## src/verilog/irq_mode_pkg.sv

```systemverilog
// Purpose: Shared constants for the interrupt and operating mode control block.
// Assumes: The reference clock is the system clock, one reference cycle per edge.
// Notes:   Half-cycle access figures are kept doubled and converted here.
package irq_mode_pkg;

    localparam int          ADDR_W = 8;
    localparam int          DATA_W = 8;
    localparam int          CNT_W  = 12;

    // Register offsets on the demultiplexed host bus.
    localparam logic [7:0]  INTERRUPT_STATUS_ADDR = 8'h0E;
    localparam logic [7:0]  INTERRUPT_MASK_ADDR   = 8'h0E;
    localparam logic [7:0]  OPERATING_MODE_ADDR   = 8'h0F;

    localparam logic [7:0]  INTERRUPT_STATUS_RESET = 8'h00;
    localparam logic [7:0]  INTERRUPT_MASK_RESET   = 8'h00;
    localparam logic [7:0]  OPERATING_MODE_RESET   = 8'h00;
    localparam logic [7:0]  UNMAPPED_READ_VALUE    = 8'h00;

    // Status and mask bit positions.
    localparam int TIMER_EVENT_FLAG_BIT          = 7;
    localparam int SIGNALING_QUEUE_FLAG_BIT      = 6;
    localparam int MONITOR_COMMAND_DONE_FLAG_BIT = 5;
    localparam int MONITOR_CHANNEL_FOUND_FLAG_BIT = 4;
    localparam int FRAMING_CHANGE_FLAG_BIT       = 3;
    localparam int INPUT_MISMATCH_FLAG_BIT       = 2;
    localparam int SYNC_WINDOW_OPEN_FLAG_BIT     = 1;
    localparam int SYNC_OVERRUN_FLAG_BIT         = 0;

    // Operating mode register fields.
    localparam int OPERATING_MODE_FIELD_HI       = 7;
    localparam int OPERATING_MODE_FIELD_LO       = 6;
    localparam int MONITOR_HANDSHAKE_SELECT_BIT  = 2;

    localparam logic [1:0]  MODE_CM_RESET = 2'h0;
    localparam logic [1:0]  MODE_TEST     = 2'h1;
    localparam logic [1:0]  MODE_CM_INIT  = 2'h2;
    localparam logic [1:0]  MODE_NORMAL   = 2'h3;

    // Access durations in reference clock cycles; the *_HALF_CYCLES figures are in half cycles.
    localparam int CM_RESET_CYCLES          = 256;
    localparam int CM_INIT_HALF_CYCLES      = 5;
    localparam int NORMAL_ACCESS_HALF_CYCLES = 19;
    localparam int TRISTATE_INIT_CYCLES     = 1035;
    localparam int TEST_ACCESS_CYCLES       = 2057;
    // A longest time rounds down, a plain duration rounds up.
    localparam int CM_INIT_CYCLES       = CM_INIT_HALF_CYCLES / 2;
    localparam int NORMAL_ACCESS_CYCLES = (NORMAL_ACCESS_HALF_CYCLES + 1) / 2;

    localparam int INT_BLANK_CYCLES = 1;

endpackage

```

## src/verilog/event_flag_cell.sv

```systemverilog
// Purpose: One sticky interrupt flag with internal hold while masked.
// Assumes: Set and clear are single-cycle pulses on the system clock.
// Notes:   A set in the clearing cycle wins; a masked flag survives status reads.
`timescale 1ns/100ps
module event_flag_cell (
    input  wire logic i_clk_sys,
    input  wire logic i_rstn,
    input  wire logic i_set,
    input  wire logic i_clear,
    input  wire logic i_mask,
    output logic      o_visible
);
    import irq_mode_pkg::*;

    logic flag_reg;
    logic flag_next;

    // Only a flag the host could see is cleared by its read.
    assign flag_next = i_set | (flag_reg & ~(i_clear & ~i_mask));
    assign o_visible = flag_reg & ~i_mask;

    always_ff @(posedge i_clk_sys or negedge i_rstn) begin
        if (!i_rstn) begin
            flag_reg <= 1'b0;
        end else begin
            flag_reg <= flag_next;
        end
    end
endmodule

```

## src/verilog/mem_access_timer.sv

```systemverilog
// Purpose: Times one control memory access according to the operating mode.
// Assumes: A start pulse given while an access is still running is ignored, not queued.
// Notes:   Busy stands exactly for the mode's access length.
`timescale 1ns/100ps
module mem_access_timer (
    input  wire logic                      i_clk_sys,
    input  wire logic                      i_rstn,
    input  wire logic                      i_start,
    input  wire logic                      i_full_tristate,
    input  wire logic [1:0]                i_mode,
    output logic                           o_busy,
    output logic                           o_done
);
    import irq_mode_pkg::*;

    logic [CNT_W-1:0] count_reg;
    logic [CNT_W-1:0] count_next;
    logic [CNT_W-1:0] load_value;

    function automatic logic [CNT_W-1:0] access_cycles(input logic [1:0] mode,
                                                       input logic       full);
        case (mode)
            MODE_CM_RESET: access_cycles = CNT_W'(CM_RESET_CYCLES);
            MODE_CM_INIT:  access_cycles = CNT_W'(CM_INIT_CYCLES);
            MODE_NORMAL:   access_cycles = full ? CNT_W'(TRISTATE_INIT_CYCLES)
                                                : CNT_W'(NORMAL_ACCESS_CYCLES);
            MODE_TEST:     access_cycles = CNT_W'(TEST_ACCESS_CYCLES);
            default:       access_cycles = CNT_W'(NORMAL_ACCESS_CYCLES);
        endcase
    endfunction

    assign load_value = access_cycles(i_mode, i_full_tristate);
    assign count_next = (i_start && count_reg == '0) ? load_value
                      : (count_reg != '0) ? count_reg - CNT_W'(1) : count_reg;
    assign o_busy     = (count_reg != '0);
    assign o_done     = (count_reg == CNT_W'(1));

    always_ff @(posedge i_clk_sys or negedge i_rstn) begin
        if (!i_rstn) begin
            count_reg <= '0;
        end else begin
            count_reg <= count_next;
        end
    end
endmodule

```

## src/verilog/line_card_irq_and_mode_control.sv

```systemverilog
// Purpose: Interrupt status, mask and operating mode registers of the switching core.
// Assumes: Host strobes arrive asynchronously; event inputs are on the system clock.
// Notes:   Demultiplexed bus addressing only; the reference clock is i_clk_sys.
`timescale 1ns/100ps

module line_card_irq_and_mode_control (
    input  wire logic                           i_clk_sys,
    input  wire logic                           i_rstn,
    // Host parallel bus, demultiplexed.
    input  wire logic                           i_cs_n,
    input  wire logic                           i_rd_n,
    input  wire logic                           i_wr_n,
    input  wire logic [irq_mode_pkg::ADDR_W-1:0] i_addr,
    input  wire logic [irq_mode_pkg::DATA_W-1:0] i_data,
    output logic      [irq_mode_pkg::DATA_W-1:0] o_data,
    output logic                                o_data_oe_n,
    output logic                                o_int_n,
    // Events from the neighbouring units.
    input  wire logic                           i_timer_expire,
    input  wire logic                           i_timer_irq_req,
    input  wire logic                           i_sigq_not_empty,
    input  wire logic                           i_mon_cmd_done,
    input  wire logic                           i_mon_found,
    input  wire logic                           i_pcm_sync_state,
    input  wire logic                           i_mismatch,
    input  wire logic                           i_compare_read,
    input  wire logic                           i_sync_chan_enabled,
    input  wire logic                           i_sync_window_open,
    input  wire logic                           i_sync_overrun,
    // Control memory access and mode outputs.
    input  wire logic                           i_mem_access_start,
    input  wire logic                           i_mem_full_tristate,
    output logic                                o_mem_access_busy,
    output logic                                o_mem_access_done,
    output logic                                o_mem_all_locations,
    output logic      [1:0]                     o_operating_mode_field,
    output logic                                o_interfaces_enabled,
    output logic                                o_monitor_handshake_select
);
    import irq_mode_pkg::*;

    localparam int PIN_W = 3 + ADDR_W + DATA_W;

    typedef enum logic [1:0] {BUS_IDLE, BUS_READ, BUS_WRITE} bus_state_t;

    logic [PIN_W-1:0]  pin_meta_reg;
    logic [PIN_W-1:0]  pin_sync_reg;
    logic              cs_n_s;
    logic              rd_n_s;
    logic              wr_n_s;
    logic [ADDR_W-1:0] addr_s;
    logic [DATA_W-1:0] data_s;

    bus_state_t        bus_state_reg;
    bus_state_t        bus_state_next;
    logic [DATA_W-1:0] data_reg;
    logic [DATA_W-1:0] data_next;
    logic [DATA_W-1:0] mask_reg;
    logic [DATA_W-1:0] operating_mode_reg;
    logic              pcm_sync_prev_reg;
    logic              mismatch_armed_reg;
    logic              blank_reg;

    logic              read_start;
    logic              write_commit;
    logic              status_read;
    logic              mask_write;
    logic              mode_write;
    logic [DATA_W-1:0] set_vec;
    logic [DATA_W-1:0] status_view;
    logic [DATA_W-1:0] irq_view;
    logic              irq_pending;
    logic              mismatch_set;

    // Host pins cross into the clock domain through two flops.
    always_ff @(posedge i_clk_sys or negedge i_rstn) begin
        if (!i_rstn) begin
            pin_meta_reg <= {3'h7, {(PIN_W-3){1'b0}}};
            pin_sync_reg <= {3'h7, {(PIN_W-3){1'b0}}};
        end else begin
            pin_meta_reg <= {i_cs_n, i_rd_n, i_wr_n, i_addr, i_data};
            pin_sync_reg <= pin_meta_reg;
        end
    end

    assign {cs_n_s, rd_n_s, wr_n_s, addr_s, data_s} = pin_sync_reg;

    // Reads act on strobe start; writes commit at strobe end so data has settled.
    assign read_start   = (bus_state_reg == BUS_IDLE) && !cs_n_s && !rd_n_s;
    assign write_commit = (bus_state_reg == BUS_WRITE) && wr_n_s;
    assign status_read  = read_start && (addr_s == INTERRUPT_STATUS_ADDR);
    assign mask_write   = write_commit && (addr_s == INTERRUPT_MASK_ADDR);
    assign mode_write   = write_commit && (addr_s == OPERATING_MODE_ADDR);

    always_comb begin
        bus_state_next = bus_state_reg;
        case (bus_state_reg)
            BUS_IDLE: begin
                if (!cs_n_s && !rd_n_s) begin
                    bus_state_next = BUS_READ;
                end else if (!cs_n_s && !wr_n_s) begin
                    bus_state_next = BUS_WRITE;
                end
            end
            BUS_READ: begin
                if (rd_n_s || cs_n_s) begin
                    bus_state_next = BUS_IDLE;
                end
            end
            BUS_WRITE: begin
                if (wr_n_s) begin
                    bus_state_next = BUS_IDLE;
                end
            end
            default: bus_state_next = BUS_IDLE;
        endcase
    end

    assign data_next = !read_start ? data_reg
                     : status_read ? status_view
                     : (addr_s == OPERATING_MODE_ADDR) ? operating_mode_reg
                     : UNMAPPED_READ_VALUE;

    // Event sources for each flag.
    assign mismatch_set = i_mismatch && mismatch_armed_reg;
    assign set_vec[TIMER_EVENT_FLAG_BIT]           = i_timer_expire && i_timer_irq_req;
    assign set_vec[SIGNALING_QUEUE_FLAG_BIT]       = 1'b0;
    assign set_vec[MONITOR_COMMAND_DONE_FLAG_BIT]  = i_mon_cmd_done;
    assign set_vec[MONITOR_CHANNEL_FOUND_FLAG_BIT] = i_mon_found;
    assign set_vec[FRAMING_CHANGE_FLAG_BIT]        = i_pcm_sync_state ^ pcm_sync_prev_reg;
    assign set_vec[INPUT_MISMATCH_FLAG_BIT]        = mismatch_set;
    assign set_vec[SYNC_WINDOW_OPEN_FLAG_BIT]      = i_sync_window_open && i_sync_chan_enabled;
    assign set_vec[SYNC_OVERRUN_FLAG_BIT]          = i_sync_overrun;

    genvar g;
    generate
        for (g = 0; g < DATA_W; g++) begin : g_flag
            if (g == SIGNALING_QUEUE_FLAG_BIT) begin : g_queue
                // Queue flag mirrors the queue itself and shows even when masked.
                assign status_view[g] = i_sigq_not_empty;
            end else begin : g_cell
                event_flag_cell u_cell (
                    .i_clk_sys (i_clk_sys),
                    .i_rstn    (i_rstn),
                    .i_set     (set_vec[g]),
                    .i_clear   (status_read),
                    .i_mask    (mask_reg[g]),
                    .o_visible (status_view[g])
                );
            end
        end
    endgenerate

    assign irq_view    = status_view & ~mask_reg;
    assign irq_pending = |irq_view;
    assign o_int_n     = ~(irq_pending && !blank_reg);

    always_ff @(posedge i_clk_sys or negedge i_rstn) begin
        if (!i_rstn) begin
            bus_state_reg      <= BUS_IDLE;
            data_reg           <= INTERRUPT_STATUS_RESET;
            mask_reg           <= INTERRUPT_MASK_RESET;
            operating_mode_reg <= OPERATING_MODE_RESET;
            pcm_sync_prev_reg  <= 1'b0;
            mismatch_armed_reg <= 1'b1;
            blank_reg          <= 1'b0;
        end else begin
            bus_state_reg      <= bus_state_next;
            data_reg           <= data_next;
            mask_reg           <= mask_write ? data_s : mask_reg;
            operating_mode_reg <= mode_write ? data_s : operating_mode_reg;
            pcm_sync_prev_reg  <= i_pcm_sync_state;
            mismatch_armed_reg <= i_compare_read | (mismatch_armed_reg & ~i_mismatch);
            blank_reg          <= mask_write && irq_pending;
        end
    end

    assign o_data      = data_reg;
    assign o_data_oe_n = (bus_state_reg != BUS_READ);

    // Mode decoding.
    assign o_operating_mode_field =
        operating_mode_reg[OPERATING_MODE_FIELD_HI:OPERATING_MODE_FIELD_LO];
    assign o_interfaces_enabled =
        (o_operating_mode_field == MODE_NORMAL) || (o_operating_mode_field == MODE_TEST);
    assign o_mem_all_locations =
        (o_operating_mode_field == MODE_CM_RESET) || (o_operating_mode_field == MODE_TEST);
    assign o_monitor_handshake_select = operating_mode_reg[MONITOR_HANDSHAKE_SELECT_BIT];

    mem_access_timer u_access (
        .i_clk_sys       (i_clk_sys),
        .i_rstn          (i_rstn),
        .i_start         (i_mem_access_start),
        .i_full_tristate (i_mem_full_tristate),
        .i_mode          (o_operating_mode_field),
        .o_busy          (o_mem_access_busy),
        .o_done          (o_mem_access_done)
    );
endmodule

```

## config.mk

```make
export PLATFORM = sky130hd
export DESIGN_NAME = line_card_irq_and_mode_control
export DESIGN_NICKNAME = d
export VERILOG_FILES = /design/src/verilog/irq_mode_pkg.sv /design/src/verilog/event_flag_cell.sv /design/src/verilog/mem_access_timer.sv /design/src/verilog/line_card_irq_and_mode_control.sv
export SDC_FILE = /design/constraint.sdc
export NUM_CORES = 1
export LEC_CHECK = 0
export BUFFER_PORTS_ARGS = -buffer_cell sky130_fd_sc_hd__buf_2
export CAP_MARGIN = 20
export CORE_ASPECT_RATIO = 0.75
export CORE_MARGIN = 2
export CORE_UTILIZATION = 50
export DETAILED_ROUTE_END_ITERATION = 8
export PLACE_DENSITY = 0.74
export SLEW_MARGIN = 10
export SYNTH_ARGS = -nofsm -noshare
export SYNTH_HDL_FRONTEND = slang
export SYNTH_SLANG_ARGS = --single-unit
```

## constraint.sdc

```tcl
create_clock -name i_clk_sys -period 2.4 [get_ports i_clk_sys]
set_input_delay 0.6 -clock i_clk_sys [delete_from_list [all_inputs] [get_ports i_clk_sys]]
set_output_delay 0.6 -clock i_clk_sys [all_outputs]
set_load 0.1 [all_outputs]
```

* Word-level counts from Yosys, hierarchy flattened
Cells that the tools add are included.
** Storage, ports and cells
- Word-level logic and storage cells :: 118
- Output and inout bits :: 17
- Bits of input ports :: 34
- Bits in registers :: 86
** Cells by class
- Bitwise logic cells :: 49
- Add/sub/neg operators :: 1
- Eq/ne operators :: 12
- Multiplexer cells :: 11
- Reduce and logical (&&, ||, !) cells :: 28
** Operator list (count)
- case mux 12 bit (4 select lines) :: 1
- two-way mux 12 bit :: 2
- AND 1 bit :: 22
- equality test 8 x 4 -> 1 bit, second input constant :: 2
- two-way mux 8 bit :: 2
- inverter 1 bit :: 16
- logical AND 1 bit :: 14
- equality test 12 x 1 -> 1 bit, second input constant :: 1
- zero test 12 bit :: 1
- nonzero test 12 bit :: 1
- subtractor 12 x 1 -> 12 bit, second input constant :: 1
- two-way mux 11 bit :: 1
- AND 8 bit :: 1
- two-way mux 2 bit :: 4
- inverter 8 bit :: 1
- OR 1 bit :: 8
- OR reduction 8 bit :: 1
- equality test 2 bit, second input constant :: 3
- case mux 2 bit (3 select lines) :: 1
- equality test 2 x 1 -> 1 bit, second input constant :: 2
- zero test 1 bit :: 4
- zero test 2 bit :: 2
- inequality test 2 bit, second input constant :: 2
- logical OR 1 bit :: 3
- other kinds (5) :: 5

* Depth between registers and ports, before layout
Gate-level depths: netlist (run 1).
- Word-level depth :: 8
- Gate-level depth with buffers :: 7
- Depth with buffers taken out :: 6

* By module
A second synthesis (run 1) with hierarchy kept.
** Unflattened totals
- Cell total of the unflattened synthesis :: 244
- Area, all modules :: 3345.7 um2
** Modules (own cells, without submodules)
- line_card_irq_and_mode_control :: times used 1, area each 2292.2 um2, seq. area each 1685.4 um2, cells an instance 148
- mem_access_timer :: times used 1, area each 720.7 um2, seq. area each 300.3 um2, cells an instance 68
- event_flag_cell :: times used 7, area each 47.5 um2, seq. area each 25.0 um2, cells an instance 4

* Least setup slack after synthesis (run 1)
No wires, ideal clock.
- Path kind :: flip-flop to output port
- Start :: register u_access.count_reg[7]
- End :: output port o_mem_access_done
- Path slack :: -2.698 ns
- Arrival time :: 4.498 ns
- Path buffers :: 1
- Required time :: 1.800 ns
- Stages on the path, launching flop included :: 5
- Cells stage by stage :: dfrtp_1 > or4_1 > buf_2 > or3_1 > nor4b_1
** Between the ends
- Longest elaborated chain between the ends :: 1
** RTL lines
- start, declared :: line mem_access_timer.sv:16 : logic [CNT_W-1:0] count_reg;
- start signal, assigned :: line mem_access_timer.sv:42 : count_reg <= count_next;
- equality test 12 x 1 -> 1 bit :: line mem_access_timer.sv:36 : assign o_done = (count_reg == CNT_W'(1));
- end, declared :: line line_card_irq_and_mode_control.sv:34 : output logic o_mem_access_done,
Every way passes these cells.

* Worst setup path in the final report (run 1)
Ends and elaborated chain as after synthesis.

==> results.yml, run 1 <==
sta:
  slew_headroom_pct: 67.2
  finalSetupViolations: 2
  drv_slew: 0
  rsz0062_at_grt: "yes"
  worst_slack_ps: -344
  fin_skew_ps: 9.51
  max_freq_ghz: 0.364
  hold_viol: 0
  post-route-period-util_pct: 114
  final.min_clock_period_ps: 2740
  worst-slew-pin-transition_ps: 495
power_and_ir_drop:
  p_sw_share_pct: 27.0
  p_comb_share_pct: 18.9
  clkPwrFrac_pct: 32.3
  power_switching_uw: 930
  internal_power_mw: 2.51
  power_mw: 3.44
  powerDensity_mw_per_mm2: 870
  peakVddDrop_uv: 609
  power_frac_seq_pct: 48.8
  power_leakage_nw: 1.86
drt:
  drt_iter0_drc: 130
  drc_errors: 0
  wirelength_um: 5610
  first_pass_iters: 4
  ant_nets: 0
  drt-vias-per-instance: 5.00
  avgRoutedWirePerCell_um: 13.9
  vias: 2022
place:
  dp_hpwl_um: 3950
  place_area_mm2: 0.00369
  place.gp.congestion: 0.796
  portBuffers: 50
grt:
  grt_pass1_vias: 1941
  grt_pass1_wl_um: 9570
  grt_util_all_layers_pct: 18.8
  gr-total-overflow: 0
  grt_max_degree: 31
  antenna_found_initial: 0
finish:
  area_growth_pct: 23.8
  drive_gt1_share_pct: 38.4
  final_common_cell: "dfrtp_1"
  fillerInstances: 497
  design_area_mm2: 0.00396
  final_nets: 354
  antennaDiodeCount: 0
  mostFrequentLayoutCells: "79 x dfrtp_1, 46 x buf_2, 22 x nand2_1, 20 x nor2_1, 20 x buf_4"
clocking:
  root_buffer: "clkbuf_8"
  cts_tree: "done"
  cts.path.max_buffers: 2
  cts-hold-fix-buffers: 0
  clk_latency_ps: 350
  cts_buffers: 9
  path_clk_slew_ps: 80
  cts.sinks: 86
  cts_max_level: 3
critical_path:
  cp_data_required_time_ps: 1800
  crit_path_start_kind: "flop"
  worstPathMaxFanout: 3
  worstPathArrival_ps: 2140
  cp-end-kind: "primary output"
  crit_type: "flop to primary output"
min_path:
  min_path_type: "input pin to asynchronous set/reset pin"
synthesis:
  syn_inst: 247
  yosys_warnings: 0
  synth_nets: 283
  netlist_area_mm2: 0.00320
  yosysSeqAreaShare_pct: 67.6
  ys_seq_elements: 86
  syn_area_per_cell_um2: 12.9
  synth-edff-count: 0
  ys_types: 42
  async_flop_share_pct: 100
  ys.flop_type: "dfrtp_1"
die:
  die_w_um: 96.3
  core_mm2: 0.00626
  initial_core_util_pct: 51.1
  io_pins: 51
  die_h_um: 73.3
  fp-row-count: 25
  die-area_mm2: 0.00706
flow_run:
  cap_violations: 0
outcome:
  outcome: "finished, violations left"
  violations: "setup timing"
[worst paths after layout]
path,cells past startpoint,slack [ps],to,from
setup / recovery,4,-340,o_mem_access_done,u_access.count_reg[7]
min in group i_clk_sys,1,330,pin_meta_reg[17],i_rd_n
max in group asynchronous,2,1650,pin_meta_reg[18],i_rstn
hold reg to reg,0,350,pin_sync_reg[7],pin_meta_reg[7]
setup reg to reg,7,270,u_access.count_reg[1],u_access.count_reg[1]
hold / removal,1,140,u_access.count_reg[7],i_rstn
[synth_stat cells (2+ instances only)]
master	count	area, µm²
dfrtp_1	79	1980
nand2_1	22	82.6
nor2_1	20	75.1
mux2_2	16	180
a21oi_1	15	75.1
o21ai_0	10	50.1
nand2b_1	9	56.3
dfstp_2	7	184
xnor2_1	7	61.3
inv_1	6	22.5
o31ai_1	6	45.0
nor3_1	4	20.0
clkbuf_1	3	11.3
nor4_1	3	18.8
buf_2	2	10.0
buf_4	2	15.0
buf_6	2	22.5
ha_1	2	25.0
mux2i_1	2	20.0
nand3_1	2	10.0
nand4_1	2	12.5
or2_2	2	12.5
or3_1	2	12.5
or4_1	2	15.0
or4_2	2	17.5
or4_4	2	22.5
[cells by family (layout without fill, tap and decap cells)]
group	after synthesis	count (layout)	share of synthesized area, %
AO/OA/AOI/OAI	37	37	6.77
XOR/XNOR	7	7	1.92
adder cells (fa/ha/maj)	2	2	0.783
buffers and inverters	16	92	2.66
flip-flops	86	86	67.6
multiplexers	18	18	6.26
AND/OR/NAND/NOR	81	81	14.0
[power groups by stage]
stage          Combinational (mW)  Sequential (mW)  Clock [mW]
2_1_floorplan               0.294             1.73           0
3_3_place_gp                0.576             1.69           0
3_5_place_dp                0.594             1.70           0
4_1_cts                     0.608             1.68        1.15
5_1_grt                     0.737             1.70        1.22
6_report                    0.649             1.68        1.11
[stage by stage]
step | setup TNS [ps] | hold slack [ps] | std cells | setup WS [ps] | utilization [%]
2_1_floorplan | -701 | 304 | 247 | -618 | -
3_3_place_gp | -76.5 | 332 | 386 | -76.5 | 58.9
3_5_place_dp | -117 | 335 | 386 | -117 | 58.9
4_1_cts | -683 | 127 | 403 | -363 | 62.9
5_1_grt | -759 | 129 | 404 | -434 | 63.3
6_report | -599 | 138 | 404 | -344 | 63.3
[final cells by class]
cell class                      instances  area, µm²  area share, %
Sequential cell                        86       2160           54.6
Tap cell                               81        101           2.56
Clock buffer                           10        128           3.22
Clock inverter                          6       95.1           2.40
Inverter                                6       22.5          0.569
Timing Repair Buffer                   70        460           11.6
Multi-Input combinational cell        145        990           25.0
[worst max-delay path: stages (launching register included)]
cell	delay (ps)
dfrtp_1	400
or4_4	560
or3_4	360
nor4b_4	270
buf_12	210
[metal layers]
metal  part of all wire (%)  routed length, µm  up-vias  GRT usage, %
met5                      0                  0        -             0
met3                    5.4                303        7          8.10
li1                       -                  -      996             -
met2                     44               2500       44          25.3
met1                     49               2760      975          27.7
met4                    1.0                 57        0          5.63
[timing repair]
action	in CTS	in global routing
gates cloned	0	0
gates resized for setup	5	5
endpoints found under the setup margin	2	2
setup buffers	1	1
pin swaps	1	1
No activity file was read; power rests on OpenSTA's default activity.
==> run 2: changes to the inputs <==
--- a/config.mk
+++ b/config.mk
@@ -11,6 +11,7 @@
 export CORE_MARGIN = 2
 export CORE_UTILIZATION = 50
 export DETAILED_ROUTE_END_ITERATION = 8
+export GPL_TIMING_DRIVEN = 0
 export PLACE_DENSITY = 0.74
 export SLEW_MARGIN = 10
 export SYNTH_ARGS = -nofsm -noshare
==> results.yml, run 2 (synthesis gave the netlist of run 1 again) <==
outcome:
  outcome: "finished, violations left"
  violations: "setup timing"
sta:
  max_freq_ghz: 0.354
  hold_viol: 0
  post-route-period-util_pct: 118
  holdWs_ps: 150
  worst_slack_ps: -422
  setup_tns_ps: -779
  worst-slew-pin-transition_ps: 702
  slew_headroom_pct: 52.9
  final.min_clock_period_ps: 2820
  rsz0062_at_grt: "yes"
  drv_slew: 0
  fin_skew_ps: 7.62
  finalSetupViolations: 2
clocking:
  root_buffer: "clkbuf_8"
  cts_tree: "done"
  path_clk_slew_ps: 90
  cts.sinks: 86
  cts_max_level: 3
  cts_buffers: 9
  clk_latency_ps: 360
  cts.path.max_buffers: 2
  cts-hold-fix-buffers: 0
grt:
  grt_pass1_vias: 1980
  antenna_found_initial: 0
  gr-usage-met1_pct: 24.5
  gr-max-usage-layer: "met2"
  grt_util_all_layers_pct: 17.8
  met2_usage_pct: 26.5
  grt_pass1_wl_um: 9160
  grt_max_degree: 60
  gr-total-overflow: 0
  grt_util_met3_pct: 5.74
place:
  place_area_mm2: 0.00360
  place.gp.congestion: 0.839
  portBuffers: 49
  dp_hpwl_um: 3710
power_and_ir_drop:
  clkPwrFrac_pct: 30.2
  power_mw: 3.23
  p_comb_share_pct: 16.6
  power_switching_uw: 968
  p_sw_share_pct: 29.9
  internal_power_mw: 2.27
  powerDensity_mw_per_mm2: 832
  peakVddDrop_uv: 519
  power_leakage_nw: 1.83
  power_frac_seq_pct: 53.2
drt:
  vias: 2029
  drt-vias-per-instance: 5.06
  drt_iter0_drc: 114
  ant_nets: 0
  wirelength_um: 5560
  avgRoutedWirePerCell_um: 13.9
  first_pass_iters: 4
  drc_errors: 0
critical_path:
  cp-end-kind: "primary output"
  crit_path_start_kind: "flop"
  crit_type: "flop to primary output"
  worstPathArrival_ps: 2220
  cp_data_required_time_ps: 1800
  worstPathMaxFanout: 3
finish:
  multi_input_area_um2: 990
  antennaDiodeCount: 0
  seq_area_mm2: 0.00216
  fillerInstances: 516
  area_growth_pct: 21.6
  design_area_mm2: 0.00389
  mostFrequentLayoutCells: "79 x dfrtp_1, 46 x buf_2, 22 x nand2_1, 20 x nor2_1, 16 x mux2_2"
  final_nets: 351
  drive_gt1_share_pct: 36.9
  final_common_cell: "dfrtp_1"
die:
  die_w_um: 96.3
  initial_core_util_pct: 51.1
  die_h_um: 73.3
  fp-row-count: 25
  io_pins: 51
  core_mm2: 0.00626
  die-area_mm2: 0.00706
min_path:
  min_path_type: "input pin to asynchronous set/reset pin"
flow_run:
  cap_violations: 0
-- run 2: cell types whose count changed in the layout (fill, tap and decap cells not counted), moves of 2 or more --
cell,before,now
inv_8,1,3
buf_6,0,2
clkbuf_1,1,3
buf_12,4,1
buf_4,20,12
bufinv_16,2,0
-- run 2: path summary, 6_finish.rpt --
path	cells after the start	endpoint	slack (ps)	from
max in group asynchronous	2	pin_meta_reg[17]	1610	i_rstn
min in group i_clk_sys	1	pin_meta_reg[16]	340	i_wr_n
min	1	u_access.count_reg[0]	150	i_rstn
min reg2reg	0	pin_sync_reg[7]	350	pin_meta_reg[7]
max	4	o_mem_access_done	-420	u_access.count_reg[5]
max reg2reg	6	u_access.count_reg[3]	220	u_access.count_reg[1]
-- run 2: worst max-delay path, stage by stage (launching register included) --
cell,delay [ps]
dfrtp_1,400
or4_4,560
or3_4,370
nor4b_4,280
buf_6,260
-- run 2: repair_timing --
action | CTS | global route
setup endpoints to repair | 2 | 3
resized for setup | 11 | 4
buffers inserted | 7 | 2
pin swaps | 1 | 3
-- run 2: power groups by stage --
stage | Clock, mW | Sequential, mW | Combinational, mW
3_5_place_dp | 0 | 1.75 | 0.419
6_report | 0.977 | 1.72 | 0.536
2_1_floorplan | 0 | 1.73 | 0.294
5_1_grt | 1.07 | 1.74 | 0.602
3_3_place_gp | 0 | 1.75 | 0.396
4_1_cts | 1.00 | 1.71 | 0.532
-- run 2: metrics by stage --
stage               setup slack [ps]  util [%]  instances
floorplan                       -618         -        247
global route                    -479      62.1        401
finish                          -422      62.1        401
detailed placement              -483      57.6        378
CTS                             -478      62.2        401
global placement                -453      57.1        377
-- run 2: area by class of cell --
| type | instances | area share [%] |
|---|---|---|
| Buffer | 8 | 1.19 |
| Clock buffer | 9 | 3.19 |
| Clock inverter | 7 | 1.93 |
| Inverter | 6 | 0.580 |
| Multi-Input combinational cell | 145 | 25.5 |
| Sequential cell | 86 | 55.6 |
| Tap cell | 81 | 2.61 |
| Timing Repair Buffer | 59 | 9.43 |
-- run 2: layer usage --
metal / share of wire (%) / routed length (µm)
met5: 0 / 0
met1: 49 / 2700
met4: 1.4 / 78
met2: 45 / 2510
met3: 4.9 / 275
==> run 3: changes to the inputs <==
--- a/config.mk
+++ b/config.mk
@@ -8,9 +8,9 @@
 export BUFFER_PORTS_ARGS = -buffer_cell sky130_fd_sc_hd__buf_2
 export CAP_MARGIN = 20
 export CORE_ASPECT_RATIO = 0.75
-export CORE_MARGIN = 2
 export CORE_UTILIZATION = 50
 export DETAILED_ROUTE_END_ITERATION = 8
+export GPL_ROUTABILITY_DRIVEN = 1
 export GPL_TIMING_DRIVEN = 0
 export PLACE_DENSITY = 0.74
 export SLEW_MARGIN = 10
==> constraint.sdc (replaced) <==
create_clock -name i_clk_sys -period 2.4 [get_ports i_clk_sys]
set_input_delay 0.24 -clock i_clk_sys [delete_from_list [all_inputs] [get_ports i_clk_sys]]
set_output_delay 0.24 -clock i_clk_sys [all_outputs]
set_load 0.1 [all_outputs]
==> results.yml, run 3 (synthesis gave the netlist of run 1 again) <==
outcome:
  outcome: "finished, violations left"
  violations: "setup timing"
power_and_ir_drop:
  peakVddDrop_uv: 430
  clkPwrFrac_pct: 31.8
  p_sw_share_pct: 27.6
  power_leakage_nw: 1.91
  power_switching_uw: 909
  power_frac_seq_pct: 52.1
  powerDensity_mw_per_mm2: 811
  internal_power_mw: 2.39
  p_comb_share_pct: 16.1
sta:
  fin_skew_ps: 8.09
  worst-slew-pin-transition_ps: 689
  finalSetupViolations: 2
  holdWs_ps: 64.6
  post-route-period-util_pct: 102
  final.min_clock_period_ps: 2460
  rsz0062_at_grt: "yes"
  slew_headroom_pct: 53.7
  hold_viol: 0
  worst_slack_ps: -59.3
  drv_slew: 0
  max_freq_ghz: 0.407
die:
  fp-row-count: 24
  initial_core_util_pct: 53.5
  die_h_um: 71.3
  die-area_mm2: 0.00672
  core_mm2: 0.00598
  io_pins: 51
  die_w_um: 94.3
grt:
  grt_max_degree: 60
  grt_util_met3_pct: 6.26
  antenna_found_initial: 0
  grt_pass1_vias: 2078
  grt_pass1_wl_um: 9780
  gr-max-usage-layer: "met2"
  gr-usage-met1_pct: 25.8
  met2_usage_pct: 31.5
  gr-total-overflow: 0
  grt_util_all_layers_pct: 19.8
finish:
  drive_gt1_share_pct: 33.4
  finalNonFillerCells: 416
  final_nets: 369
  area_growth_pct: 27.2
  antennaDiodeCount: 0
  final_common_cell: "dfrtp_1"
  mostFrequentLayoutCells: "79 x dfrtp_1, 47 x buf_2, 22 x nand2_1, 21 x dlygate4sd3_1, 20 x nor2_1"
  fillerInstances: 444
clocking:
  cts.sinks: 86
  root_buffer: "clkbuf_8"
  cts_tree: "done"
  clk_latency_ps: 350
  cts.path.max_buffers: 2
  cts_buffers: 9
  cts_max_level: 3
  path_clk_slew_ps: 90
drt:
  first_pass_iters: 4
  wirelength_um: 5820
  avgRoutedWirePerCell_um: 14.0
  drt_iter0_drc: 77
  ant_nets: 0
  drt-vias-per-instance: 5.05
  vias: 2101
  drc_errors: 0
critical_path:
  cp_data_required_time_ps: 2160
  worstPathArrival_ps: 2220
  worstPathMaxFanout: 13
  crit_path_start_kind: "flop"
  r2r_cells: 3
  r2r-end: "mask_reg[0]"
  cp-end-kind: "primary output"
  reg2reg_setup_slack_ps: 290
  crit_type: "flop to primary output"
  reg2reg_from: "pin_sync_reg[13]"
place:
  dp_cells: 375
  place.gp.congestion: 0.788
  dp_hpwl_um: 3820
  portBuffers: 49
min_path:
  worstHoldPathCells: 2
  hold_end: "mismatch_armed_reg"
  min_path_type: "input pin to flop"
  min_from: "i_compare_read"
flow_run:
  cap_violations: 0
run 3: worst max-delay path by stage:
| stage | to | cells after the start | start | slack [ps] |
|---|---|---|---|---|
| after global routing | o_mem_access_busy | 5 | u_access.count_reg[1] | -150 |
| after floorplan | o_mem_access_done | 4 | u_access.count_reg[7] | -260 |
| after global placement | o_mem_access_busy | 6 | u_access.count_reg[0] | -80 |
| final | o_mem_access_busy | 5 | u_access.count_reg[1] | -60 |
| after detailed placement | o_mem_access_busy | 6 | u_access.count_reg[0] | -90 |
| after CTS | o_mem_access_done | 5 | u_access.count_reg[7] | -160 |
run 3: worst max-delay path, cell delays in order, from the launching register on:
cell and delay [ps]:
dfrtp_1 390, inv_1 100, ha_2 210, or3b_4 410, or4_4 540, buf_8 220
run 3: metal layers:
| metal | vias to the layer above | part of all wire, % |
|---|---|---|
| li1 | 1027 | - |
| met1 | 1017 | 46 |
| met2 | 51 | 48 |
| met3 | 6 | 4.7 |
| met4 | 0 | 0.98 |
| met5 | - | 0 |
run 3: repair_timing:
| action | in CTS | in global routing |
|---|---|---|
| pin swaps | 1 | 0 |
| hold buffers | 20 | 1 |
| endpoints found under the hold margin | 46 | 1 |
| endpoints found under the setup margin | 2 | 2 |
| buffers inserted | 5 | 1 |
| resized for setup | 10 | 0 |
run 3: layout make-up:
class	instances	area [µm²]	share of cell area (%)
Sequential cell	86	2160	53.2
Tap cell	78	97.6	2.40
Clock inverter	6	73.8	1.82
Timing Repair Buffer	77	547	13.5
Inverter	6	22.5	0.554
Buffer	8	46.3	1.14
Multi-Input combinational cell	145	980	24.1
Clock buffer	10	138	3.39
run 3: through the flow:
step                      setup slack [ps]  TNS (ps)  cell area, µm²  power, mW  util (%)
final                                -59.3      -100            4070       3.30      68.0
after CTS                             -158      -315            4070       3.32      68.1
after detailed placement             -90.0     -90.0            3590       2.17      60.1
after global placement               -84.2     -84.2            3560       2.14      59.6
after global routing                  -147      -267            4070       3.47      68.0
after floorplan                       -258      -258            3220       2.02         -
run 3: power by group through the flow:
stage               clock (mW)  combinational, mW  sequential, mW
global placement             0              0.391            1.75
CTS                       1.08              0.528            1.72
detailed placement           0              0.415            1.75
global route              1.14              0.597            1.74
finish                    1.05              0.530            1.72
floorplan                    0              0.293            1.73
